$ cat config.mk
export PLATFORM = sky130hd
export DESIGN_NAME = debug_halt_event_catch
export DESIGN_NICKNAME = d
export VERILOG_FILES = /design/src/shared/dhec_pkg.sv /design/src/verilog/dhec_addr_cmp.sv /design/src/verilog/debug_halt_event_catch.sv
export SDC_FILE = /design/constraint.sdc
export NUM_CORES = 1
export LEC_CHECK = 0
export BUFFER_PORTS_ARGS = -buffer_cell sky130_fd_sc_hd__buf_2
export CAP_MARGIN = 20
export CORE_AREA = 2 2 439 441
export CTS_BUF_LIST = sky130_fd_sc_hd__clkbuf_4
export DETAILED_ROUTE_END_ITERATION = 8
export DIE_AREA = 0 0 441 443
export GPL_ROUTABILITY_DRIVEN = 0
export PLACE_DENSITY = 0.3
export SETUP_SLACK_MARGIN = 0.1
export SKIP_LAST_GASP = 1
export SLEW_MARGIN = 5
export SYNTH_ARGS = -nofsm -noshare
export SYNTH_HDL_FRONTEND = slang
export SYNTH_SLANG_ARGS = --single-unit
$ cat constraint.sdc
create_clock -name clk -period 6.4 [get_ports clk]
set_input_delay 1.28 -clock clk [delete_from_list [all_inputs] [get_ports clk]]
set_output_delay 1.28 -clock clk [all_outputs]
set_load 0.1 [all_outputs]
$ cat src/shared/dhec_pkg.sv
// shared constants and types for the debug halt event catch block
package dhec_pkg;
  // comparator counts
  localparam int NUM_BP = 6;
  localparam int NUM_WP = 4;
  localparam int ADDR_W = 64;
  localparam int ASID_W = 16;
  localparam int MID_W = 16;

  // exception level encodings on the core status ports
  localparam logic [1:0] LVL0 = 2'h0;
  localparam logic [1:0] LVL1 = 2'h1;
  localparam logic [1:0] LVL2 = 2'h2;
  localparam logic [1:0] LVL3 = 2'h3;

  // security state encodings
  localparam logic [1:0] SEC_NONSECURE = 2'h0;
  localparam logic [1:0] SEC_SECURE = 2'h1;
  localparam logic [1:0] SEC_REALM = 2'h2;

  // catch vector bit positions
  localparam int CAT_RESET = 0;
  localparam int CAT_OS_UNLOCK_CATCH = 1;
  localparam int CAT_NS1_CHG = 2;
  localparam int CAT_NS2_CHG = 3;
  localparam int CAT_S1_CHG = 4;
  localparam int CAT_S3_CHG = 5;
  localparam int CAT_NS1_ENT = 6;
  localparam int CAT_NS2_ENT = 7;
  localparam int CAT_S1_ENT = 8;
  localparam int CAT_S3_ENT = 9;
  localparam int CAT_NS0_RET = 10;
  localparam int CAT_NS1_RET = 11;
  localparam int CAT_NS2_RET = 12;
  localparam int CAT_S0_RET = 13;
  localparam int CAT_S1_RET = 14;
  localparam int CAT_S3_RET = 15;
  localparam int CAT_S2_CHG = 16;
  localparam int CAT_S2_ENT = 17;
  localparam int CAT_S2_RET = 18;
  localparam int CAT_RL0_RET = 19;
  localparam int CAT_RL1_CHG = 20;
  localparam int CAT_RL1_ENT = 21;
  localparam int CAT_RL1_RET = 22;
  localparam int CAT_RL2_CHG = 23;
  localparam int CAT_RL2_ENT = 24;
  localparam int CAT_RL2_RET = 25;
  localparam int CAT_W = 26;

  // catch vector after reset or default command: reset catch only
  localparam logic [CAT_W-1:0] CAT_DEFAULT = 26'h0000001;

  // control defaults: asid off, machine off, zone on, step-into off
  localparam logic ASID_QUAL_DEFAULT = 1'b0;
  localparam logic MACH_QUAL_DEFAULT = 1'b0;
  localparam logic ZONE_QUAL_DEFAULT = 1'b1;
  localparam logic STEP_INTO_DEFAULT = 1'b0;

  // halt cause states
  typedef enum logic [2:0] {
    DHEC_RUN = 3'h1,
    DHEC_HALT = 3'h2,
    DHEC_RESUME = 3'h4
  } dhec_state_t;
endpackage

$ cat src/verilog/dhec_addr_cmp.sv
// one qualified address comparator for breakpoints or watchpoints
module dhec_addr_cmp #(
  parameter int AW = 64,
  parameter int IW = 16,
  parameter int MW = 16
) (
  input wire logic enable,
  input wire logic [AW-1:0] cmpAddr,
  input wire logic [IW-1:0] cmpAsid,
  input wire logic [MW-1:0] cmpMachine,
  input wire logic cmpZone,
  input wire logic [AW-1:0] curAddr,
  input wire logic [IW-1:0] curAsid,
  input wire logic [MW-1:0] curMachine,
  input wire logic curZone,
  input wire logic asidQual,
  input wire logic machQual,
  input wire logic zoneQual,
  output logic hit
);
  always_comb begin
    hit = enable && (cmpAddr == curAddr)
      && (!asidQual || (cmpAsid == curAsid))
      && (!machQual || (cmpMachine == curMachine))
      && (!zoneQual || (cmpZone == curZone));
  end
endmodule

$ cat src/verilog/debug_halt_event_catch.sv
// debug halt event catch: qualified comparators, exception catches, step control
// Behaviour
// - asid qualification on: breakpoint halt needs address and asid match; off: address only
// - machine qualification on with identity extension: breakpoint halt needs address and machine match; default off
// - zone qualification on (default) with zone address spaces on: address and zone must match; otherwise zone is ignored
// - trace trigger fires on every breakpoint and watchpoint hit, also while halted when no halt is requested
// - after defaults only the reset catch is enabled; several may combine
// - enabled reset and os unlock catches halt the core
// - debug register access trap halts on register access and lock clear
// - level change catches halt on change to selected level and state
// - entry catches halt on exception entry from a lower level
// - return catches halt on exception return from a higher level
// - secure level 2 change, entry and return catches when supported
// - realm catches: return to level 0, change/entry/return levels 1 and 2
// - early cores: leaving debug acts as return to current level, may re-halt
// - step-into setting drives halting step enable bit of execution control
module debug_halt_event_catch #(
  parameter int NUM_BP = dhec_pkg::NUM_BP,
  parameter int NUM_WP = dhec_pkg::NUM_WP,
  parameter int AW = dhec_pkg::ADDR_W,
  parameter int IW = dhec_pkg::ASID_W,
  parameter int MW = dhec_pkg::MID_W,
  parameter bit EARLY_REVISION = 1'b0,
  parameter bit HAS_ENTRY_RETURN = 1'b1,
  parameter bit HAS_SECURE_LVL2 = 1'b1,
  parameter bit HAS_REALM = 1'b1
) (
  input wire logic clk,
  input wire logic rst_n,
  // configuration from the debugger
  input wire logic restoreDefaults,
  input wire logic cfgWrite,
  input wire logic asid_qualify_enable,
  input wire logic machine_qualify_enable,
  input wire logic zone_qualify_enable,
  input wire logic zone_address_spaces_enable,
  input wire logic machine_identity_extend,
  input wire logic step_into_handler,
  input wire logic debug_reg_access_trap,
  input wire logic [dhec_pkg::CAT_W-1:0] catchEnable,
  input wire logic [NUM_BP-1:0] instr_comparator_en,
  input wire logic [NUM_BP*AW-1:0] instr_comparator_addr,
  input wire logic [NUM_BP*IW-1:0] instr_comparator_asid,
  input wire logic [NUM_BP*MW-1:0] instr_comparator_machine,
  input wire logic [NUM_BP-1:0] instr_comparator_zone,
  input wire logic [NUM_WP-1:0] data_comparator_en,
  input wire logic [NUM_WP*AW-1:0] data_comparator_addr,
  input wire logic [NUM_WP-1:0] data_comparator_zone,
  input wire logic [NUM_BP-1:0] bpReserve,
  input wire logic [NUM_WP-1:0] wpReserve,
  // core status, same clock
  input wire logic [AW-1:0] instrAddr,
  input wire logic instrValid,
  input wire logic [AW-1:0] dataAddr,
  input wire logic dataValid,
  input wire logic [IW-1:0] curAsid,
  input wire logic [MW-1:0] curMachine,
  input wire logic curZone,
  input wire logic coreResetEvent,
  input wire logic osUnlockEvent,
  input wire logic debugRegAccess,
  input wire logic osLockClear,
  input wire logic excEntry,
  input wire logic excReturn,
  input wire logic [1:0] newLevel,
  input wire logic [1:0] oldLevel,
  input wire logic [1:0] newSecurity,
  input wire logic debugExit,
  input wire logic [1:0] curLevel,
  input wire logic [1:0] curSecurity,
  input wire logic coreHalted,
  // outputs
  output logic haltRequest,
  output logic traceTrigger,
  output logic halting_step_enable,
  output logic resumeRehalt,
  output logic [dhec_pkg::CAT_W-1:0] catchState,
  output logic [NUM_BP-1:0] bpReservedState,
  output logic [NUM_WP-1:0] wpReservedState,
  output logic [2:0] haltState
);
  // ------------------------------------------------------------
  // configuration registers
  // ------------------------------------------------------------
  logic asidQual_ff, nxt_asidQual;
  logic machQual_ff, nxt_machQual;
  logic zoneQual_ff, nxt_zoneQual;
  logic stepInto_ff, nxt_stepInto;
  logic trapDra_ff, nxt_trapDra;
  logic [dhec_pkg::CAT_W-1:0] catch_ff, nxt_catch;
  logic [NUM_BP-1:0] bpRes_ff, nxt_bpRes;
  logic [NUM_WP-1:0] wpRes_ff, nxt_wpRes;
  logic [dhec_pkg::CAT_W-1:0] catchSupported;

  // unsupported catch bits stay clear so the debugger can read back capability
  // groups from the top: realm, secure level 2, entry and return, base catches
  assign catchSupported = {{7{HAS_REALM}}, {3{HAS_SECURE_LVL2}}, {10{HAS_ENTRY_RETURN}}, 6'h3F};

  always_comb begin
    nxt_asidQual = asidQual_ff;
    nxt_machQual = machQual_ff;
    nxt_zoneQual = zoneQual_ff;
    nxt_stepInto = stepInto_ff;
    nxt_trapDra = trapDra_ff;
    nxt_catch = catch_ff;
    nxt_bpRes = bpRes_ff;
    nxt_wpRes = wpRes_ff;
    if (restoreDefaults) begin
      nxt_asidQual = dhec_pkg::ASID_QUAL_DEFAULT;
      nxt_machQual = dhec_pkg::MACH_QUAL_DEFAULT;
      nxt_zoneQual = dhec_pkg::ZONE_QUAL_DEFAULT;
      nxt_stepInto = dhec_pkg::STEP_INTO_DEFAULT;
      nxt_trapDra = 1'b0;
      nxt_catch = dhec_pkg::CAT_DEFAULT;
      nxt_bpRes = '0;
      nxt_wpRes = '0;
    end else if (cfgWrite) begin
      nxt_asidQual = asid_qualify_enable;
      // machine match needs the identity extension to be usable
      nxt_machQual = machine_qualify_enable && machine_identity_extend;
      nxt_zoneQual = zone_qualify_enable;
      nxt_stepInto = step_into_handler;
      nxt_trapDra = debug_reg_access_trap;
      nxt_catch = catchEnable & catchSupported;
      nxt_bpRes = bpReserve;
      nxt_wpRes = wpReserve;
    end
  end

  always_ff @(posedge clk) begin
    if (!rst_n) begin
      asidQual_ff <= dhec_pkg::ASID_QUAL_DEFAULT;
      machQual_ff <= dhec_pkg::MACH_QUAL_DEFAULT;
      zoneQual_ff <= dhec_pkg::ZONE_QUAL_DEFAULT;
      stepInto_ff <= dhec_pkg::STEP_INTO_DEFAULT;
      trapDra_ff <= 1'b0;
      catch_ff <= dhec_pkg::CAT_DEFAULT;
      bpRes_ff <= '0;
      wpRes_ff <= '0;
    end else begin
      asidQual_ff <= nxt_asidQual;
      machQual_ff <= nxt_machQual;
      zoneQual_ff <= nxt_zoneQual;
      stepInto_ff <= nxt_stepInto;
      trapDra_ff <= nxt_trapDra;
      catch_ff <= nxt_catch;
      bpRes_ff <= nxt_bpRes;
      wpRes_ff <= nxt_wpRes;
    end
  end

  // ------------------------------------------------------------
  // comparators
  // ------------------------------------------------------------
  logic [NUM_BP-1:0] bpHit;
  logic [NUM_WP-1:0] wpHit;
  logic effZoneQual;

  // zone qualification only bites once zone address spaces are on
  assign effZoneQual = zoneQual_ff && zone_address_spaces_enable;

  for (genvar i = 0; i < NUM_BP; i++) begin : gBp
    dhec_addr_cmp #(.AW(AW), .IW(IW), .MW(MW)) uCmp (
      .enable(instr_comparator_en[i] && instrValid),
      .cmpAddr(instr_comparator_addr[i*AW +: AW]),
      .cmpAsid(instr_comparator_asid[i*IW +: IW]),
      .cmpMachine(instr_comparator_machine[i*MW +: MW]),
      .cmpZone(instr_comparator_zone[i]),
      .curAddr(instrAddr),
      .curAsid(curAsid),
      .curMachine(curMachine),
      .curZone(curZone),
      .asidQual(asidQual_ff),
      .machQual(machQual_ff),
      .zoneQual(effZoneQual),
      .hit(bpHit[i])
    );
  end

  // watchpoints compare data address and zone; asid and machine are not carried
  for (genvar j = 0; j < NUM_WP; j++) begin : gWp
    dhec_addr_cmp #(.AW(AW), .IW(IW), .MW(MW)) uCmp (
      .enable(data_comparator_en[j] && dataValid),
      .cmpAddr(data_comparator_addr[j*AW +: AW]),
      .cmpAsid(curAsid),
      .cmpMachine(curMachine),
      .cmpZone(data_comparator_zone[j]),
      .curAddr(dataAddr),
      .curAsid(curAsid),
      .curMachine(curMachine),
      .curZone(curZone),
      .asidQual(1'b0),
      .machQual(1'b0),
      .zoneQual(effZoneQual),
      .hit(wpHit[j])
    );
  end

  // ------------------------------------------------------------
  // exception catch decode
  // ------------------------------------------------------------
  function automatic logic [3:0] lvl_hot(input logic [1:0] lvl, input logic [1:0] sec,
                                         input logic [1:0] wantSec);
    lvl_hot = (sec == wantSec) ? (4'h1 << lvl) : 4'h0;
  endfunction

  logic [dhec_pkg::CAT_W-1:0] catchFire;
  logic levelChange;
  logic [3:0] nsHot, sHot, rlHot, curNsHot, curSHot;

  always_comb begin
    levelChange = (excEntry || excReturn) && (newLevel != oldLevel);
    nsHot = lvl_hot(newLevel, newSecurity, dhec_pkg::SEC_NONSECURE);
    sHot = lvl_hot(newLevel, newSecurity, dhec_pkg::SEC_SECURE);
    rlHot = lvl_hot(newLevel, newSecurity, dhec_pkg::SEC_REALM);
    curNsHot = lvl_hot(curLevel, curSecurity, dhec_pkg::SEC_NONSECURE);
    curSHot = lvl_hot(curLevel, curSecurity, dhec_pkg::SEC_SECURE);
    catchFire = '0;
    catchFire[dhec_pkg::CAT_RESET] = coreResetEvent;
    catchFire[dhec_pkg::CAT_OS_UNLOCK_CATCH] = osUnlockEvent;
    catchFire[dhec_pkg::CAT_NS1_CHG] = levelChange && nsHot[1];
    catchFire[dhec_pkg::CAT_NS2_CHG] = levelChange && nsHot[2];
    catchFire[dhec_pkg::CAT_S1_CHG] = levelChange && sHot[1];
    catchFire[dhec_pkg::CAT_S3_CHG] = levelChange && sHot[3];
    catchFire[dhec_pkg::CAT_NS1_ENT] = excEntry && nsHot[1];
    catchFire[dhec_pkg::CAT_NS2_ENT] = excEntry && nsHot[2];
    catchFire[dhec_pkg::CAT_S1_ENT] = excEntry && sHot[1];
    catchFire[dhec_pkg::CAT_S3_ENT] = excEntry && sHot[3];
    catchFire[dhec_pkg::CAT_NS0_RET] = excReturn && nsHot[0];
    catchFire[dhec_pkg::CAT_NS1_RET] = excReturn && nsHot[1];
    catchFire[dhec_pkg::CAT_NS2_RET] = excReturn && nsHot[2];
    catchFire[dhec_pkg::CAT_S0_RET] = excReturn && sHot[0];
    catchFire[dhec_pkg::CAT_S1_RET] = excReturn && sHot[1];
    catchFire[dhec_pkg::CAT_S3_RET] = excReturn && sHot[3];
    catchFire[dhec_pkg::CAT_S2_CHG] = levelChange && sHot[2];
    catchFire[dhec_pkg::CAT_S2_ENT] = excEntry && sHot[2];
    catchFire[dhec_pkg::CAT_S2_RET] = excReturn && sHot[2];
    catchFire[dhec_pkg::CAT_RL0_RET] = excReturn && rlHot[0];
    catchFire[dhec_pkg::CAT_RL1_CHG] = levelChange && rlHot[1];
    catchFire[dhec_pkg::CAT_RL1_ENT] = excEntry && rlHot[1];
    catchFire[dhec_pkg::CAT_RL1_RET] = excReturn && rlHot[1];
    catchFire[dhec_pkg::CAT_RL2_CHG] = levelChange && rlHot[2];
    catchFire[dhec_pkg::CAT_RL2_ENT] = excEntry && rlHot[2];
    catchFire[dhec_pkg::CAT_RL2_RET] = excReturn && rlHot[2];
    // leaving debug on early cores looks like a return to the current level
    if (EARLY_REVISION && debugExit) begin
      catchFire[dhec_pkg::CAT_NS1_CHG] = curNsHot[1];
      catchFire[dhec_pkg::CAT_NS2_CHG] = curNsHot[2];
      catchFire[dhec_pkg::CAT_S1_CHG] = curSHot[1];
      catchFire[dhec_pkg::CAT_S3_CHG] = curSHot[3];
    end
  end

  logic catchHit, drHit, cmpHit, anyHalt;
  assign catchHit = |(catchFire & catch_ff);
  assign drHit = trapDra_ff && (debugRegAccess || osLockClear);
  assign cmpHit = |bpHit || |wpHit;
  assign anyHalt = catchHit || drHit || cmpHit;

  // ------------------------------------------------------------
  // halt request sequencing
  // ------------------------------------------------------------
  dhec_pkg::dhec_state_t state_ff, nxt_state;
  logic halt_ff, nxt_halt;
  logic trace_ff, nxt_trace;
  logic rehalt_ff, nxt_rehalt;

  always_comb begin
    nxt_state = state_ff;
    nxt_halt = 1'b0;
    nxt_trace = cmpHit;
    nxt_rehalt = rehalt_ff;
    case (state_ff)
      dhec_pkg::DHEC_RUN: begin
        if (anyHalt && !coreHalted) begin
          nxt_halt = 1'b1;
          nxt_state = dhec_pkg::DHEC_HALT;
          nxt_rehalt = 1'b0;
        end
      end
      dhec_pkg::DHEC_HALT: begin
        // hold request until the core reports halted, then wait for exit
        // once dropped, stays low unless a catch hits on exit: coreHalted falls again on exit
        nxt_halt = halt_ff && !coreHalted;
        if (debugExit) begin
          nxt_state = dhec_pkg::DHEC_RESUME;
          if (catchHit) begin
            // caught before any instruction ran: flag for the debugger warning
            nxt_rehalt = 1'b1;
            nxt_halt = 1'b1;
            nxt_state = dhec_pkg::DHEC_HALT;
          end
        end
      end
      dhec_pkg::DHEC_RESUME: begin
        nxt_state = dhec_pkg::DHEC_RUN;
        if (anyHalt) begin
          nxt_halt = 1'b1;
          nxt_state = dhec_pkg::DHEC_HALT;
        end
      end
      default: begin
        nxt_state = dhec_pkg::DHEC_RUN;
      end
    endcase
  end

  always_ff @(posedge clk) begin
    if (!rst_n) begin
      state_ff <= dhec_pkg::DHEC_RUN;
      halt_ff <= 1'b0;
      trace_ff <= 1'b0;
      rehalt_ff <= 1'b0;
    end else begin
      state_ff <= nxt_state;
      halt_ff <= nxt_halt;
      trace_ff <= nxt_trace;
      rehalt_ff <= nxt_rehalt;
    end
  end

  assign haltRequest = halt_ff;
  assign traceTrigger = trace_ff;
  assign halting_step_enable = stepInto_ff;
  assign resumeRehalt = rehalt_ff;
  assign catchState = catch_ff;
  assign bpReservedState = bpRes_ff;
  assign wpReservedState = wpRes_ff;
  assign haltState = state_ff;
endmodule

## Yosys cells after proc, flatten, opt, wreduce, memory -nomap -nowiden

Cells that the tools add are included.

| word-level totals | value |
|---|---|
| input bits | 1080 |
| memories | 0 |
| RAM bits | 0 |
| latch bits | 0 |
| output and inout port bits | 43 |
| memory bits (read-only) | 0 |
| logic and storage cells | 184 |
| flip-flop bits (word level) | 47 |

| operators by class | value |
|---|---|
| bitwise logic cells | 2 |
| multiply operators | 0 |
| $add $sub $neg | 0 |
| $lt $le $gt $ge | 0 |
| divide/modulo/power cells | 0 |
| shift-type cells | 1 |
| equality and inequality tests | 41 |
| multiplexer cells | 17 |
| reductions and logical operators | 111 |

Operators by type and width:

| cell | number |
|---|---|
| $eq 64x64->1 | 10 |
| $eq 16x16->1 | 12 |
| $logic_and 1x1->1 | 72 |
| $logic_or 1x1->1 | 27 |
| $and 26x26->26 | 1 |
| $reduce_or 26->1 | 1 |
| $mux 3 | 5 |
| $eq 1x1->1 | 10 |
| $pmux 3 s3 | 1 |
| $mux 1 | 7 |
| $ne 2x2->1 const B | 3 |
| $reduce_or 6->1 | 1 |
| $logic_not 1->1 | 4 |
| $mux 4 | 1 |
| $reduce_and 4->1 | 1 |
| $reduce_or 4->1 | 1 |
| $shl 1x2->4 const A | 1 |
| $eq 3x1->1 const B | 1 |
| $eq 3x2->1 const B | 1 |
| $eq 3x3->1 const B | 1 |
| $pmux 1 s3 | 1 |
| $eq 2x1->1 const B | 1 |
| $eq 2x2->1 const B | 1 |
| $logic_not 2->1 | 1 |
| other kinds (7) | 7 |

## Longest topological paths before layout

| depth | value |
|---|---|
| depth in word-level cells | 11 |
| depth in mapped cells | 9 |
| gate-level depth less buffers | 8 |

## Cells and area by module

A second synthesis with hierarchy kept.

| second synthesis, totals | value |
|---|---|
| cell total of the unflattened synthesis | 1688 |
| area total of the unflattened synthesis | 13574.3 um2 |

By module, submodules not included:

| module | area each (um2) | instances | cells an instance | seq. area each (um2) |
|---|---|---|---|---|
| dhec_addr_cmp | 1142.3 | 10 | 146 | 0.0 |
| debug_halt_event_catch | 2150.8 | 1 | 228 | 940.9 |

## Least setup slack after synthesis

No wires, ideal clock.

| timing | value |
|---|---|
| kind | input-to-reg |
| start | input port instrAddr[4] |
| end | register state_ff[1], in the netlist haltState[1] |
| path buffers | 1 |
| setup slack | 3.113 ns |
| stages on the path | 9 |
| arrival | 3.220 ns |
| required time | 6.333 ns |
| setup time | 0.067 ns |
| path through | buf_6 xor2_1 or4b_1 or4b_1 nor3_1 nand4_1 o2111a_1 a21oi_2 nand3b_1 |

| on the way | value |
|---|---|
| cells in the longest elaborated chain, start to end | 11 |
| elaborated cells between the ends (all ways) | 38 |
| those cells by class | eq/ne: 7; mux: 2; reduce/logical: 29 |

RTL lines:

| element | line | RTL |
|---|---|---|
| start: declaration | debug_halt_event_catch.sv:52 | `input wire logic [AW-1:0] instrAddr,` |
| $eq 64x64->1 | dhec_addr_cmp.sv:22 | `hit = enable && (cmpAddr == curAddr)` |
| $logic_and 1x1->1 | dhec_addr_cmp.sv:22 |  |
| $logic_and 1x1->1 | dhec_addr_cmp.sv:23 | `&& (!asidQual \|\| (cmpAsid == curAsid))` |
| $logic_and 1x1->1 | dhec_addr_cmp.sv:24 | `&& (!machQual \|\| (cmpMachine == curMachine))` |
| $logic_and 1x1->1 | dhec_addr_cmp.sv:25 | `&& (!zoneQual \|\| (cmpZone == curZone));` |
| $reduce_or 6->1 (*) | debug_halt_event_catch.sv:257 | `assign cmpHit = \|bpHit \|\| \|wpHit;` |
| $logic_or 1x1->1 (*) | debug_halt_event_catch.sv:257 |  |
| $logic_or 1x1->1 (*) | debug_halt_event_catch.sv:258 | `assign anyHalt = catchHit \|\| drHit \|\| cmpHit;` |
| $logic_and 1x1->1 | debug_halt_event_catch.sv:275 | `if (anyHalt && !coreHalted) begin` |
| $ne 2x2->1 (no source line) | n/a |  |
| $reduce_and 2->1 (no source line) | n/a |  |
| end signal: assignment | debug_halt_event_catch.sv:310 | `state_ff <= dhec_pkg::DHEC_RUN;` |
| end signal: assignment | debug_halt_event_catch.sv:315 | `state_ff <= nxt_state;` |
| end: declaration | debug_halt_event_catch.sv:263 | `dhec_pkg::dhec_state_t state_ff, nxt_state;` |

Every way passes the cells marked *; elsewhere a longest branch is shown, timed or not.
A chain may end at the register's enable or synchronous reset.

## Worst setup path in the final report

| timing | value |
|---|---|
| start | input port instrAddr[31] |
| end | register state_ff[1], in the netlist haltState[1] |

Same word-level chain as after synthesis.

==> qor.yml <==
floorplan:
  core_sq_um: 191000
  die_height_microns: 443
  die_w_microns: 441
  row_count: 161
  ios: 1123
  initial_utilization_pct: 7.58
  die_area_sq_um: 195000
routing:
  first_iter_violations: 1824
  ant_nets: 0
  wl_microns: 195000
  first_pass_iters: 5
  wl_per_cell_microns: 34.8
  viasPerCell: 3.75
  drc: 0
  vias: 21000
power:
  pwr-share-clk_pct: 10.3
  p_sw_share_pct: 57.4
  leakagePower_nw: 9.75
  powerDensity_nw_per_um2: 97.2
  switchingPower_w: 0.00130
  p_seq_share_pct: 13.8
  p_comb_share_pct: 75.8
  p_int_w: 0.000962
  vdd.ir_drop.worst_v: 0.0000800
final_layout:
  area_growth_pct: 60.4
  fin_util_pct: 12.1
  fin_nets: 4095
  drive_gt1_share_pct: 39.1
sta:
  max_slew_margin_pct: 28.1
  finalCritPeriodShare_pct: 65.6
  setup_viol: 0
  hold_violations: 0
  skew_ps: 30.2
  min_period_ps: 4200
  rsz0062_at_grt: "no"
  clock.fmax_mhz: 238
  tightest_slew_ps: 1070
  finalSetupTns_ps: 0
  drv_slew: 0
logic_synthesis:
  ys_warn_count: 0
  synth_seq_cells: 47
  ys_async_sr_fraction_pct: 0
  syn-num-nets: 3062
  synth.most_common_cell: "xor2_1"
  synth_flop_cell: "dfxtp_1"
  synthTopCellsByCount: "xor2_1, nor4_1, nor2b_1"
  synthTopCellsByArea: "xor2_1, nor4_1, nor2b_1"
  avgSynthCellArea_sq_um: 7.31
  synth_cell_types: 68
  synth-edff-count: 0
  synth_area_leader_cell: "xor2_1"
  synthCells: 1982
  yosys.area.top_type_share_pct: 39.7
  synth_area_sq_um: 14500
  ys_seq_area_share_pct: 6.50
global_routing:
  grt_remaining_overflow: 0
  grt_max_degree: 45
  antenna_found_initial: 180
  grt_pass1_wl_microns: 237000
  grt_pass1_vias: 21000
  gr-usage-all-layers_pct: 19.0
job:
  drv_cap: 0
placement:
  place.port_buffers: 1118
  dp_hpwl_microns: 178000
setup_path:
  cp_cell_sequence: "buf_2, xor2_1, or4b_1, or4b_1, nor3_1, nand4_1, o2111a_1, a21oi_2, nand3b_1"
  cp_slowest_cell: "nor3_1"
  required_ps: 6790
  max_stage_delay_ps: 730
  cpMostUsedCell: "or4b_1"
  reg2reg_from: "zoneQual_ff"
  worst_ep_arrival_time_ps: 4580
  critPathLaunchType: "input port"
  end_kind: "flip-flop"
  crit_fanout: 6
  critPathBufInv: 1
  crit_start: "instrAddr[31]"
  ff2ff_setup_slack_ps: 2820
  cp_top_family: "simple AND/OR/NAND/NOR gates"
  critPathKind: "in2reg"
clock_network:
  clockBufferDepth: 2
  numClockSinks: 47
  post-cts-setup-buffers: 0
  ctsResizeCount: 0
  clk_latency_ps: 450
  cts_tree: "yes"
  root_buffer: "clkbuf_4"
  clk_pin_slew_ps: 220
  cts_htree_levels: 2
  holdBufCountCts: 0
  tritoncts.num_buffers: 5
status:
  status: "complete, no violations"
worst_hold_path:
  holdCritStartpoint: "wpReservedState[1]"
  hold_class: "reg2reg"
==> final timing paths <==
check        cells past startpoint            endpoint
max reg2reg                      8        haltState[1]
min                              2  wpReservedState[1]
max                              9        haltState[1]
min reg2reg                      2  wpReservedState[1]
==> flip-flops by register name (all words and copies together), names as in the netlist <==
signal,flops
trapDra_ff,1
catchState,26
halting_step_enable,1
zoneQual_ff,1
haltRequest,1
haltState,3
asidQual_ff,1
wpReservedState,4
machQual_ff,1
traceTrigger,1
resumeRehalt,1
bpReservedState,6
==> worst reg2reg max path, cell delays in order, from the launching register on <==
cell,delay [ps]
dfxtp_1,370
and2_1,340
a2111oi_0,800
nand3_1,350
nor3_1,670
a22oi_1,350
and4_4,320
a21oi_2,180
nand3b_1,120
==> per-layer routing <==
metal	track usage [%]	routed length, microns
met1	19.6	66700
met5	0	445
met3	4.25	14400
met4	7.65	9960
met2	36.3	103000
==> cell type report <==
type,count,area [sq um]
Fill cell,22400,168000
Multi-Input combinational cell,1769,12900
Timing Repair Buffer,1147,5810
Tap cell,2526,3160
Sequential cell,47,941
Inverter,45,169
Antenna cell,60,150
Clock inverter,3,46.3
Clock buffer,5,37.5
==> stage by stage <==
stage	std cells	hold WS (ps)	setup WS, ps	instance area [sq um]	total power [W]
floorplan	1982	461	3110	14500	0.00104
global placement	5533	473	1340	23000	0.00204
detailed placement	5534	486	1360	23000	0.00203
CTS	5542	528	1870	23100	0.00229
global route	5584	545	2010	23200	0.00237
finish	5602	521	2200	23200	0.00226
==> power by group through the flow <==
stage	Clock (W)	Combinational [W]	Sequential [W]
after floorplan	0	0.000660	0.000379
after global placement	0	0.00173	0.000318
after detailed placement	0	0.00172	0.000318
after CTS	0.000248	0.00172	0.000312
after global routing	0.000254	0.00180	0.000314
final	0.000233	0.00171	0.000312
==> cells by family (layout without fill, tap and decap cells) <==
family | Yosys count | count (layout) | synth area share [%]
other | 0 | 60 | 0
AOI/OAI and AO/OA | 95 | 95 | 5.37
and+or+nand+nor | 917 | 917 | 37.3
DFF | 47 | 47 | 6.50
buffers and inverters | 166 | 1200 | 4.66
xor gates and xnor gates | 713 | 713 | 43.1
muxes | 44 | 44 | 3.07
==> cells in the final DEF, fill, tap and decap left out, types with 35 or more instances in the layout <==
cell type,Yosys,final
nand4_1,103,103
inv_1,42,42
mux2i_1,41,41
buf_2,1,1119
nand3_1,35,35
nand2_1,45,45
nor2b_1,216,216
dfxtp_1,47,47
nor4_1,295,289
nor3_1,57,57
diode_2,0,60
nor2_1,94,94
xnor2_1,56,56
xor2_1,657,657
Note: power is estimated with default switching activity, not from simulation.
